**config.mk**
```make
export PLATFORM = sky130hd
export DESIGN_NAME = mhra_top
export DESIGN_NICKNAME = d
export VERILOG_FILES = /design/src/include/mhra_pkg.sv /design/src/verilog/mhra_top.sv /design/src/verilog/mhra_sync2.sv /design/src/verilog/mhra_axis_pick.sv
export SDC_FILE = /design/constraint.sdc
export NUM_CORES = 1
export LEC_CHECK = 0
export BUFFER_PORTS_ARGS = -buffer_cell sky130_fd_sc_hd__buf_2
export CORE_AREA = 5 5 158 160
export CTS_CLUSTER_SIZE = 12
export DETAILED_ROUTE_END_ITERATION = 16
export DIE_AREA = 0 0 163 165
export PLACE_DENSITY = 0.6
export SETUP_SLACK_MARGIN = 0.15
export SYNTH_ARGS = -nofsm -noshare
export SYNTH_HDL_FRONTEND = slang
export SYNTH_SLANG_ARGS = --single-unit
```
**constraint.sdc**
```tcl
create_clock -name clock -period 2.65 [get_ports clock]
set_clock_uncertainty 0.15 [all_clocks]
set_input_delay 0.1325 -clock clock [delete_from_list [all_inputs] [get_ports clock]]
set_output_delay 0.1325 -clock clock [all_outputs]
set_load 0.005 [all_outputs]
```
**src/include/mhra_pkg.sv**
```systemverilog
/*
  Package for the host register access block of a four-axis motion
  controller: read and write register indices, command codes, reset
  values and the packed carriers shared by the design files.
  Assumes a single 20 MHz clock and a synchronous active-high reset.
*/

package mhra_pkg;

    localparam int AXES = 4;
    localparam int PIN_WIDTH = 24;

    // Word indices on the host bus.
    localparam logic [2:0] IDX_MAIN = 3'h0;
    localparam logic [2:0] IDX_IRQ = 3'h1;
    localparam logic [2:0] IDX_ERR = 3'h2;
    localparam logic [2:0] IDX_PAGED = 3'h3;
    localparam logic [2:0] IDX_GPIO_XY = 3'h4;
    localparam logic [2:0] IDX_GPIO_ZU = 3'h5;
    localparam logic [2:0] IDX_DATA_LO = 3'h6;
    localparam logic [2:0] IDX_DATA_HI = 3'h7;
    localparam logic [2:0] IDX_CMD = 3'h0;

    // Command word fields.
    localparam int CMD_CODE_LSB = 0;
    localparam int CMD_AXES_LSB = 8;
    localparam logic [7:0] CMD_PAGE0 = 8'h7a;
    localparam logic [7:0] CMD_PAGE1 = 8'h7b;

    // Values after reset.
    localparam logic PAGE_RST = 1'b0;
    localparam logic [3:0] AXIS_SEL_RST = 4'h1;
    localparam logic [7:0] CMD_UPPER_RST = 8'h00;
    localparam logic [PIN_WIDTH-1:0] PINS_RST = 24'he0_0000;

    // Byte lane masks of a register write.
    localparam logic [1:0] LANE_LOW = 2'h1;
    localparam logic [1:0] LANE_HIGH = 2'h2;
    localparam logic [1:0] LANE_BOTH = 2'h3;

    typedef struct packed {
        logic [15:0] s3_page1;
        logic [15:0] s3_page0;
        logic [15:0] err_finish;
        logic [15:0] irq;
    } mhra_axis_status_s;

    typedef struct packed {
        logic cs_n;
        logic rd_n;
        logic wr_n;
        logic bus8;
        logic [3:0] addr;
        logic [15:0] data;
    } mhra_pins_s;

endpackage

```
**src/verilog/mhra_top.sv**
```systemverilog
/*
  Host register access of a four-axis motion controller: samples the
  parallel host bus, decodes word and byte reads onto the status, I/O
  and data read registers, and assembles command and register writes.
  Assumes host pins are asynchronous and status inputs are on clock.
*/
`timescale 1ns/1ns
`default_nettype none

module mhra_top (
    input wire logic clock,
    input wire logic sys_rst,
    input wire logic host_cs_n,
    input wire logic host_rd_n,
    input wire logic host_wr_n,
    input wire logic bus8_mode,
    input wire logic [3:0] host_addr,
    input wire logic [15:0] host_data_in,
    output logic [15:0] host_data_out,
    output logic host_data_oe,
    input wire logic [15:0] main_status,
    input wire mhra_pkg::mhra_axis_status_s [3:0] axis_status,
    input wire logic [15:0] gpio_xy,
    input wire logic [15:0] gpio_zu,
    input wire logic [31:0] data_read_value,
    output logic command_strobe,
    output logic [7:0] command_code,
    output logic [3:0] command_axes,
    output logic reg_write_strobe,
    output logic [2:0] reg_write_index,
    output logic [15:0] reg_write_data,
    output logic [1:0] reg_write_bytes,
    output logic paged_status_page,
    output logic [3:0] selected_axes
);
    import mhra_pkg::*;

    // ------------------------------------------------------------
    // Pin sampling
    // ------------------------------------------------------------

    logic [PIN_WIDTH-1:0] pins_q;
    mhra_pins_s pins;
    logic rd_active;
    logic wr_active;

    mhra_sync2 #(
        .WIDTH(PIN_WIDTH),
        .RST_VALUE(PINS_RST)
    ) u_sync (
        .clock(clock),
        .sys_rst(sys_rst),
        .d({host_cs_n, host_rd_n, host_wr_n, bus8_mode, host_addr,
            host_data_in}),
        .q(pins_q)
    );

    assign pins = mhra_pins_s'(pins_q);
    assign rd_active = !pins.cs_n && !pins.rd_n;
    assign wr_active = !pins.cs_n && !pins.wr_n;

    // ------------------------------------------------------------
    // Write capture
    // ------------------------------------------------------------

    logic wr_active_d;
    logic hold_bus8;
    logic [3:0] hold_addr;
    logic [15:0] hold_data;
    logic wr_done;
    logic [2:0] wr_index;
    logic wr_upper;

    // The last sample taken while the strobe is low is the one used.
    always_ff @(posedge clock)
    begin
        if (sys_rst)
        begin
            wr_active_d <= 1'b0;
            hold_bus8 <= 1'b0;
            hold_addr <= 4'h0;
            hold_data <= 16'h0000;
        end
        else
        begin
            wr_active_d <= wr_active;
            if (wr_active)
            begin
                hold_bus8 <= pins.bus8;
                hold_addr <= pins.addr;
                hold_data <= pins.data;
            end
        end
    end

    assign wr_done = wr_active_d && !wr_active;
    assign wr_index = hold_bus8 ? hold_addr[3:1] : hold_addr[2:0];
    assign wr_upper = hold_bus8 && hold_addr[0];

    // ------------------------------------------------------------
    // Command register
    // ------------------------------------------------------------

    logic [7:0] cmd_upper;
    logic cmd_fire;
    logic [15:0] next_cmd_word;

    assign cmd_fire = wr_done && (wr_index == IDX_CMD) && !wr_upper;
    assign next_cmd_word = hold_bus8 ? {cmd_upper, hold_data[7:0]}
                                     : hold_data;

    always_ff @(posedge clock)
    begin
        if (sys_rst)
        begin
            cmd_upper <= CMD_UPPER_RST;
        end
        else if (wr_done && (wr_index == IDX_CMD) && wr_upper)
        begin
            cmd_upper <= hold_data[7:0];
        end
    end

    always_ff @(posedge clock)
    begin
        if (sys_rst)
        begin
            command_strobe <= 1'b0;
            command_code <= 8'h00;
            command_axes <= 4'h0;
        end
        else
        begin
            command_strobe <= cmd_fire;
            if (cmd_fire)
            begin
                command_code <= next_cmd_word[CMD_CODE_LSB +: 8];
                command_axes <= next_cmd_word[CMD_AXES_LSB +: AXES];
            end
        end
    end

    always_ff @(posedge clock)
    begin
        if (sys_rst)
        begin
            selected_axes <= AXIS_SEL_RST;
        end
        else if (cmd_fire && (next_cmd_word[CMD_AXES_LSB +: AXES] != 4'h0))
        begin
            selected_axes <= next_cmd_word[CMD_AXES_LSB +: AXES];
        end
    end

    always_ff @(posedge clock)
    begin
        if (sys_rst)
        begin
            paged_status_page <= PAGE_RST;
        end
        else if (cmd_fire)
        begin
            if (next_cmd_word[CMD_CODE_LSB +: 8] == CMD_PAGE0)
            begin
                paged_status_page <= 1'b0;
            end
            else if (next_cmd_word[CMD_CODE_LSB +: 8] == CMD_PAGE1)
            begin
                paged_status_page <= 1'b1;
            end
        end
    end

    // ------------------------------------------------------------
    // Other register writes
    // ------------------------------------------------------------

    always_ff @(posedge clock)
    begin
        if (sys_rst)
        begin
            reg_write_strobe <= 1'b0;
            reg_write_index <= 3'h0;
            reg_write_data <= 16'h0000;
            reg_write_bytes <= 2'h0;
        end
        else
        begin
            reg_write_strobe <= wr_done && (wr_index != IDX_CMD);
            if (wr_done && (wr_index != IDX_CMD))
            begin
                reg_write_index <= wr_index;
                if (hold_bus8)
                begin
                    reg_write_data <= {hold_data[7:0], hold_data[7:0]};
                    reg_write_bytes <= wr_upper ? LANE_HIGH : LANE_LOW;
                end
                else
                begin
                    reg_write_data <= hold_data;
                    reg_write_bytes <= LANE_BOTH;
                end
            end
        end
    end

    // ------------------------------------------------------------
    // Read decode
    // ------------------------------------------------------------

    logic [1:0] pick_index;
    mhra_axis_status_s picked;
    logic [2:0] rd_index;
    logic [15:0] rd_word;
    logic [15:0] next_data_out;

    mhra_axis_pick u_pick (
        .axes(selected_axes),
        .status(axis_status),
        .axis_index(pick_index),
        .picked(picked)
    );

    assign rd_index = pins.bus8 ? pins.addr[3:1] : pins.addr[2:0];

    always_comb
    begin
        unique case (rd_index)
            IDX_MAIN: rd_word = main_status;
            IDX_IRQ: rd_word = picked.irq;
            IDX_ERR: rd_word = picked.err_finish;
            IDX_PAGED: rd_word = paged_status_page ? picked.s3_page1
                                                   : picked.s3_page0;
            IDX_GPIO_XY: rd_word = gpio_xy;
            IDX_GPIO_ZU: rd_word = gpio_zu;
            IDX_DATA_LO: rd_word = data_read_value[15:0];
            IDX_DATA_HI: rd_word = data_read_value[31:16];
        endcase
        if (!pins.bus8)
        begin
            next_data_out = rd_word;
        end
        else if (pins.addr[0])
        begin
            next_data_out = {8'h00, rd_word[15:8]};
        end
        else
        begin
            next_data_out = {8'h00, rd_word[7:0]};
        end
    end

    always_ff @(posedge clock)
    begin
        if (sys_rst)
        begin
            host_data_out <= 16'h0000;
            host_data_oe <= 1'b0;
        end
        else
        begin
            host_data_out <= rd_active ? next_data_out : 16'h0000;
            host_data_oe <= rd_active;
        end
    end
endmodule

`default_nettype wire

```
**src/verilog/mhra_sync2.sv**
```systemverilog
/*
  Two-flop synchroniser for a bundle of host pins.
  Assumes each bit is an independent level; multi-bit words are only
  read after the strobe that frames them has settled.
*/
`timescale 1ns/1ns
`default_nettype none

module mhra_sync2 #(
    parameter int WIDTH = 1,
    parameter logic [WIDTH-1:0] RST_VALUE = '0
) (
    input wire logic clock,
    input wire logic sys_rst,
    input wire logic [WIDTH-1:0] d,
    output logic [WIDTH-1:0] q
);

    logic [WIDTH-1:0] meta;

    always_ff @(posedge clock)
    begin
        if (sys_rst)
        begin
            meta <= RST_VALUE;
            q <= RST_VALUE;
        end
        else
        begin
            meta <= d;
            q <= meta;
        end
    end

endmodule

`default_nettype wire

```
**src/verilog/mhra_axis_pick.sv**
```systemverilog
/*
  Picks the status set of one axis out of four.
  Assumes the axis mask comes from the last command naming an axis; an empty mask
  falls back to the X axis.
*/
`timescale 1ns/1ns
`default_nettype none

module mhra_axis_pick (
    input wire logic [3:0] axes,
    input wire mhra_pkg::mhra_axis_status_s [3:0] status,
    output logic [1:0] axis_index,
    output mhra_pkg::mhra_axis_status_s picked
);
    import mhra_pkg::*;

    always_comb
    begin
        axis_index = 2'h0;
        for (int i = AXES - 1; i >= 0; i--)
        begin
            if (axes[i])
            begin
                axis_index = 2'(i);
            end
        end
        picked = status[axis_index];
    end

endmodule

`default_nettype wire

```
# Word level (Yosys, flattened, before mapping)
# Cells that the tools add are included.
[op_classes]
order_cmp = 1
eq_ne = 9
n_mux = 18
n_bitwise = 1
reduce_logical = 21
[op_table]
columns = ["operator", "count"]
rows = [
  ["$bmux W64 S2", 1],
  ["$pmux W16 S8", 1],
  ["$mux W64", 1],
  ["$mux W16", 3],
  ["$eq A8 B7 Y1 const B", 2],
  ["$eq A3 B3 Y1 const B", 4],
  ["$mux W12", 1],
  ["$mux W2", 6],
  ["$logic_and A1 B1 Y1", 9],
  ["$mux W8", 1],
  ["$eq A3 B2 Y1 const B", 2],
  ["$logic_not A3 Y1", 2],
  ["$mux W3", 2],
  ["$logic_not A1 Y1", 5],
  ["$reduce_bool A4 Y1", 1],
  ["$eq A3 B1 Y1 const B", 1],
  ["$lt A2 B3 Y1 const B", 1],
  ["$reduce_bool A3 Y1", 1],
  ["$mux W1", 2],
  ["$reduce_and A2 Y1", 1],
  ["$reduce_bool A2 Y1", 1],
  ["$reduce_or A2 Y1", 1],
  ["$not A1 Y1", 1],
]
[totals]
register_bits = 131
out_inout_bits = 57
wordCells = 68

# Depth between registers and ports, before layout
[logic_depth]
word_depth = 10
mapped_depth = 9
ltp_nobuf = 6

# By module
# From an unflattened synthesis, not the netlist that was laid out.
[hier_totals]
cells_unflattened = 691
area_unflattened_um2 = 7231.9
[by_module_without_submodules]
columns = ["mod", "instances", "cells_per_inst", "area_each_um2", "seq_area_each_um2"]
rows = [
  ["mhra_top", 1, 507, 4306.6, 1661.6],
  ["mhra_axis_pick", 1, 83, 1626.6, 0.0],
  ["mhra_sync2", 1, 101, 1298.7, 960.9],
]

# Worst setup path after synthesis
# Ideal clock, no wire load.
[synth_path]
path_kind = "register to register"
start = "register selected_axes[2]"
end = "register host_data_out[7]"
setup_ns = 0.119
t_arrival_ns = 1.937
setup_slack_ns = 0.444
path_stages_with_launch = 9
n_path_buf = 2
period_less_slack_ns = 2.206
path_cell_list = "dfxtp_1 -> buf_2 -> nor2b_4 -> o21ai_2 -> buf_6 -> mux2_4 -> a222oi_1 -> o221ai_1 -> o221a_1"
[synth_between]
elab_chain_len = 9
[synth_rtl]
columns = ["element", "line_no", "text"]
rows = [
  ["start, declared", "mhra_top.sv:34", "output logic [3:0] selected_axes"],
  ["start signal, assigned", "mhra_top.sv:151", "selected_axes <= next_cmd_word[CMD_AXES_LSB +: AXES];"],
  ["$mux W2 (*) (3 in series)", "mhra_axis_pick.sv:22", "if (axes[i])"],
  ["$bmux W64 S2 (*)", "mhra_axis_pick.sv:27", "picked = status[axis_index];"],
  ["$mux W64 (not written as such) (*)", "mhra_axis_pick.sv:27", ""],
  ["$mux W16", "mhra_top.sv:232", "IDX_PAGED: rd_word = paged_status_page ? picked.s3_page1"],
  ["$pmux W16 S8 (*)", "mhra_top.sv:228", "unique case (rd_index)"],
  ["$mux W8", "mhra_top.sv:243", "else if (pins.addr[0])"],
  ["$mux W16 (*)", "mhra_top.sv:239", "if (!pins.bus8)"],
  ["end signal, assigned", "mhra_top.sv:262", "host_data_out <= rd_active ? next_data_out : 16'h0000;"],
  ["end, declared", "mhra_top.sv:19", "output logic [15:0] host_data_out,"],
]
# Mark *: on every way between the ends. The rest lies on a longest branch, timed or not. The select of a mux whose other input is x is not followed.
# A chain may end at the register's enable or synchronous reset.

# Worst setup path in the final report
[layout_path]
start = "register selected_axes[3]"
end = "register host_data_out[1]"
[layout_between]
elab_chain_len = 10
[layout_rtl]
columns = ["element", "line_no"]
rows = [
  ["$mux W2 (*) (4 in series)", "mhra_axis_pick.sv:22"],
  ["$bmux W64 S2 (*)", "mhra_axis_pick.sv:27"],
  ["$mux W64 (not written as such) (*)", "mhra_axis_pick.sv:27"],
  ["$mux W16", "mhra_top.sv:232"],
  ["$pmux W16 S8 (*)", "mhra_top.sv:228"],
  ["$mux W8", "mhra_top.sv:243"],
  ["$mux W16 (*)", "mhra_top.sv:239"],
]
# Marked as above.

==> flow_results.org <==
** Worst setup path
- Gate family responsible for the most delay along the worst path :: compound AO/OA/AOI/OAI gates
- Worst reg2reg path depth :: 7
- Setup slack on the worst reg-to-reg path comes out at about 37 ps.
- Critical Path Source Type :: register
- Worst Path Max Fanout :: 4
- Arrival @ worst endpoint :: 2770 ps
- STA classifies the critical path endpoint as a register.
- Slowest cell delay on critical path :: around 740 ps
- The worst register-to-register path begins at selected_axes[3]$_SDFFE_PP0P_.
- Data on the critical path is required at its endpoint by roughly 2800 ps.
- Worst R2R End :: host_data_out[1]$_SDFF_PP0_
- Launching instance or port of the critical path :: selected_axes[3]$_SDFFE_PP0P_
- Slowest stage cell on the critical path :: a222oi_1
- The number of buffers and inverters on the critical path is 1.
- The setup path with the least slack is of type register to register.
- Ordered list of cells on the worst path :: nor2b_4 > o21ai_2 > buf_6 > mux2_4 > a222oi_1 > o221ai_1 > o221a_1

** Global route
- Number of global-route vias before repair :: ~9.3k
- Entering global routing, the biggest net connects 63 pins.
- For this run, global-route usage on met3 was measured as 0.08410.
- GRT Total Usage :: 0.2833
- Global-route track usage on met1 :: 0.3626
- Antenna violations before repair :: 14
- For this run, global-route usage on met2 was measured as 0.4566.
- Wire length of the first global-routing pass :: 56930 um
- Highest-utilization routing layer at the global route stage :: met2
- The total overflow left after global routing is 0.

** Timing
- The count of endpoints failing hold in the final timing report was 0.
- The total count of max-transition violations in the final report came to 0.
- In the finished design, the share of the clock period the worst path needs comes to 0.9861.
- Derived from the worst setup path, the maximum achievable clock frequency is between 0.3 and 0.4 GHz.
- The worst path in the final design needs a cycle of around 2600 ps, including I/O delays and setup.
- Setup repair after global routing could not meet its margin everywhere.
- Measured against its own limit, the worst slew margin works out to 0.4417.
- Setup violations remaining at the end of the flow were counted as 0.
- At the pin with the least slew margin, the transition time is roughly 840 ps.

** Final layout
- Core occupancy in the finished layout :: 0.4850
- Register area :: around 2600 um2
- Share of final-layout standard cells stronger than drive strength 1 :: 0.4013
- Number of nets in the layout :: approximately 1.8k
- Area of the multi-input gates :: ~4700 um2
- Final-layout fill cell count :: around 2.4k
- Synthesis-to-finish area growth :: 46.94%
- Final std cells w/o fill :: 1732

** Worst hold path
- The path with the worst hold slack has its endpoint at host_data_out[12]$_SDFF_PP0_.
- The tightest min-delay check is of the input port to register type.
- Hold Startpoint :: gpio_xy[12]
- The worst hold path passes through 4 cells.

** Synth
- Summing every instance area after synthesis gives around 7700 um2.
- Commonest register cell after synthesis :: dfxtp_1
- Number of enable flip-flop cells after synthesis :: 0
- The share of synthesized area in the top cell type comes to 0.3415.
- Synthesis produced 948 cells.
- For this run, the register share of the synthesized area comes to 0.3415.
- Post-synthesis cell type count :: 74
- After synthesis, the share of flip-flops with an asynchronous set or reset is 0.
- Synthesis produced a netlist with a net count of around 1.3k.
- By area the synthesized netlist is led by dfxtp_1 34%, a22oi_1 6.6%, nand2_1 6.2%, nor2b_1 4.7%, a21oi_1 4.5%.
- In this run the mean area of a mapped cell was just over 8 um2.
- Cell taking the most area after synthesis :: dfxtp_1
- Count of synthesis-stage warnings from yosys :: 0
- Counting flops and latches in the post-synthesis netlist gives around 130.

** Route
- Post-route DRC violation count :: 0
- Routed WL per cell :: roughly 23 um
- The final layout contains routed wiring with a total length of approximately 40000 um.
- Number of antenna-violating nets in the routed design :: 0
- Total number of vias :: around 9.4k
- Detailed Route Iter0 Violations :: 1048
- The first TritonRoute pass finished after 8 iterations.
- Detail-routed via count per cell :: ~5.4

** Placed design
- The wire-length estimate of the detail-placed layout is about 32000 um.
- Dpl cells :: approximately 1.7k
- IO Port Bufs :: 418
- The congestion estimate from routability-driven global placement came to 1.000.

** Floorplanning
- Die Height :: about 170 um
- Floorplan core area :: about 23000 um2
- Standard-cell rows :: between 50 and 60
- I/O pin total :: approximately 420
- Die boundary width :: 163 um
- Initial core utilization :: 0.3301
- The die covers roughly 27000 um2.

** Power and ir drop
- Summed over all cells, the static leakage comes to ~5 nW.
- Max rail drop VDD :: ~0.47 mV
- Cell Pwr Density :: between 400 and 500 nW/um2

** Run status
- Run status :: finished clean

** Clocking
- Clock-pin slew was measured on the worst setup and hold paths at roughly 60 ps.
- H-tree depth :: 4
- Clk Latency, worst-skew pair :: just over 400 ps
- Total clock sinks :: approximately 130
- Num CTS Buffers :: 17
- The longest clock path from root to sink contains 2 buffers.
- TritonCTS built the clock tree.
- CTS root buffer :: clkbuf_16

** Job
- Number of maximum-capacitance constraint violations :: 0
layer usage:
metal  part of all wire  vias up  routed length (um)
li1                   -     4437                   -
met1               0.42     4371               16740
met2               0.46      472               18350
met3              0.094       67                3761
met4              0.025        8                1000
met5             0.0010        -                  40
worst max-delay path by stage:
stage          slack (ps)  cells past startpoint                           to
3_3_place_gp         -200                      7  host_data_out[1]$_SDFF_PP0_
2_1_floorplan         440                      8  host_data_out[7]$_SDFF_PP0_
4_1_cts                70                      7  host_data_out[1]$_SDFF_PP0_
6_report               40                      7  host_data_out[1]$_SDFF_PP0_
5_1_grt                20                      7  host_data_out[1]$_SDFF_PP0_
3_5_place_dp         -170                      7  host_data_out[1]$_SDFF_PP0_
cells in the mapped netlist (3+ instances only):
library cell  instances
o221a_1               4
o22ai_1              10
a21boi_0              4
buf_2                26
buf_6                 3
nor2b_1              58
a31oi_1              20
a21o_1                7
mux4_2                8
o211a_1               6
dfxtp_1             131
buf_1                 4
o21ai_0              33
mux2i_1              27
a22o_1                3
nor2_1               63
o311ai_0              3
or3_1                 3
o2111ai_1             6
and2_1               24
a221oi_1             10
nand4_1               9
and3_1                5
a21oi_1              69
inv_1                 6
nand2_1             126
a211oi_1             15
o221ai_1             23
and4_1                3
a32oi_1               4
a22oi_1              67
nand3_1              20
or2_2                10
a222oi_1              8
nor3_1                7
o211ai_1             18
a221o_1               4
nand2b_1              3
clkbuf_1             53
cell usage in the layout (no fill, tap or decap), drive strengths merged, types with 10 or more instances in the layout:
master / n
a31oi: 20
buf: 481
a22oi: 67
diode: 10
nor2: 64
dfxtp: 131
clkbuf: 19
a21oi: 70
nor2b: 60
nand2: 126
o21ai: 36
o221ai: 23
mux2i: 27
a211oi: 15
nand3: 20
o211ai: 18
o22ai: 10
dlygate4sd3: 30
and2: 25
inv: 11
or2: 11
a221oi: 10
registers in the layout (all words and copies together), names as in the netlist, 2 cells and up:
| name | count |
|---|---|
| u_sync.meta | 24 |
| u_sync.q | 24 |
| hold_data | 16 |
| host_data_out | 16 |
| reg_write_data | 16 |
| command_code | 8 |
| cmd_upper | 4 |
| command_axes | 4 |
| hold_addr | 4 |
| selected_axes | 4 |
| reg_write_index | 3 |
| reg_write_bytes | 2 |
final cells by class:
class                           instances  share of cell area
Inverter                                6            0.001996
Antenna cell                           10            0.002218
Sequential cell                       131              0.2340
Clock inverter                         13             0.01320
Timing Repair Buffer                  511              0.2578
Clock buffer                           19             0.03925
Multi-Input combinational cell        723              0.4162
Tap cell                              319             0.03537
report_power, final:
part           total, W  switching [W]  internal [W]
Clock           0.00234       0.000907       0.00143
Combinational  0.000706       0.000337      0.000370
Sequential      0.00202      0.0000161       0.00200
worst reg2reg max path, stage by stage, from the launching register on:
cell and delay, ps:
dfxtp_4 350, nor2b_4 130, o21ai_2 140, buf_6 170
mux2_4 310, a222oi_1 740, o221ai_1 220, o221a_1 300
through the flow:
stage	power, W	worst slack (ps)	hold WS [ps]	TNS, ps	area, um2
2_1_floorplan	0.002299	444.0	86.31	0	7679
3_3_place_gp	0.002716	-200.5	166.9	-473.7	10260
3_5_place_dp	0.002715	-173.1	167.5	-454.4	10260
4_1_cts	0.005088	74.73	14.13	0	11210
5_1_grt	0.005251	15.11	39.15	0	11280
6_report	0.005059	36.77	37.08	0	11280
cells by family (layout without fill, tap and decap cells):
family                 Yosys count  count (layout)  share of synthesized area
buffers and inverters           94             549                    0.05410
muxes                           40              40                    0.06697
AOI/OAI and AO/OA              330             330                     0.3044
and+or+nand+nor                353             353                     0.2330
DFF                            131             131                     0.3415
other                            0              10                          0
what timing repair did:
action / in CTS / in global routing
hold buffers: 30 / 0
gates resized for setup: 12 / 8
endpoints found under the setup margin: 14 / 14
pin swaps: 9 / 7
setup buffers: 3 / 2
endpoints found under the hold margin: 33 / 0
Power figures use the tool's default switching activity.
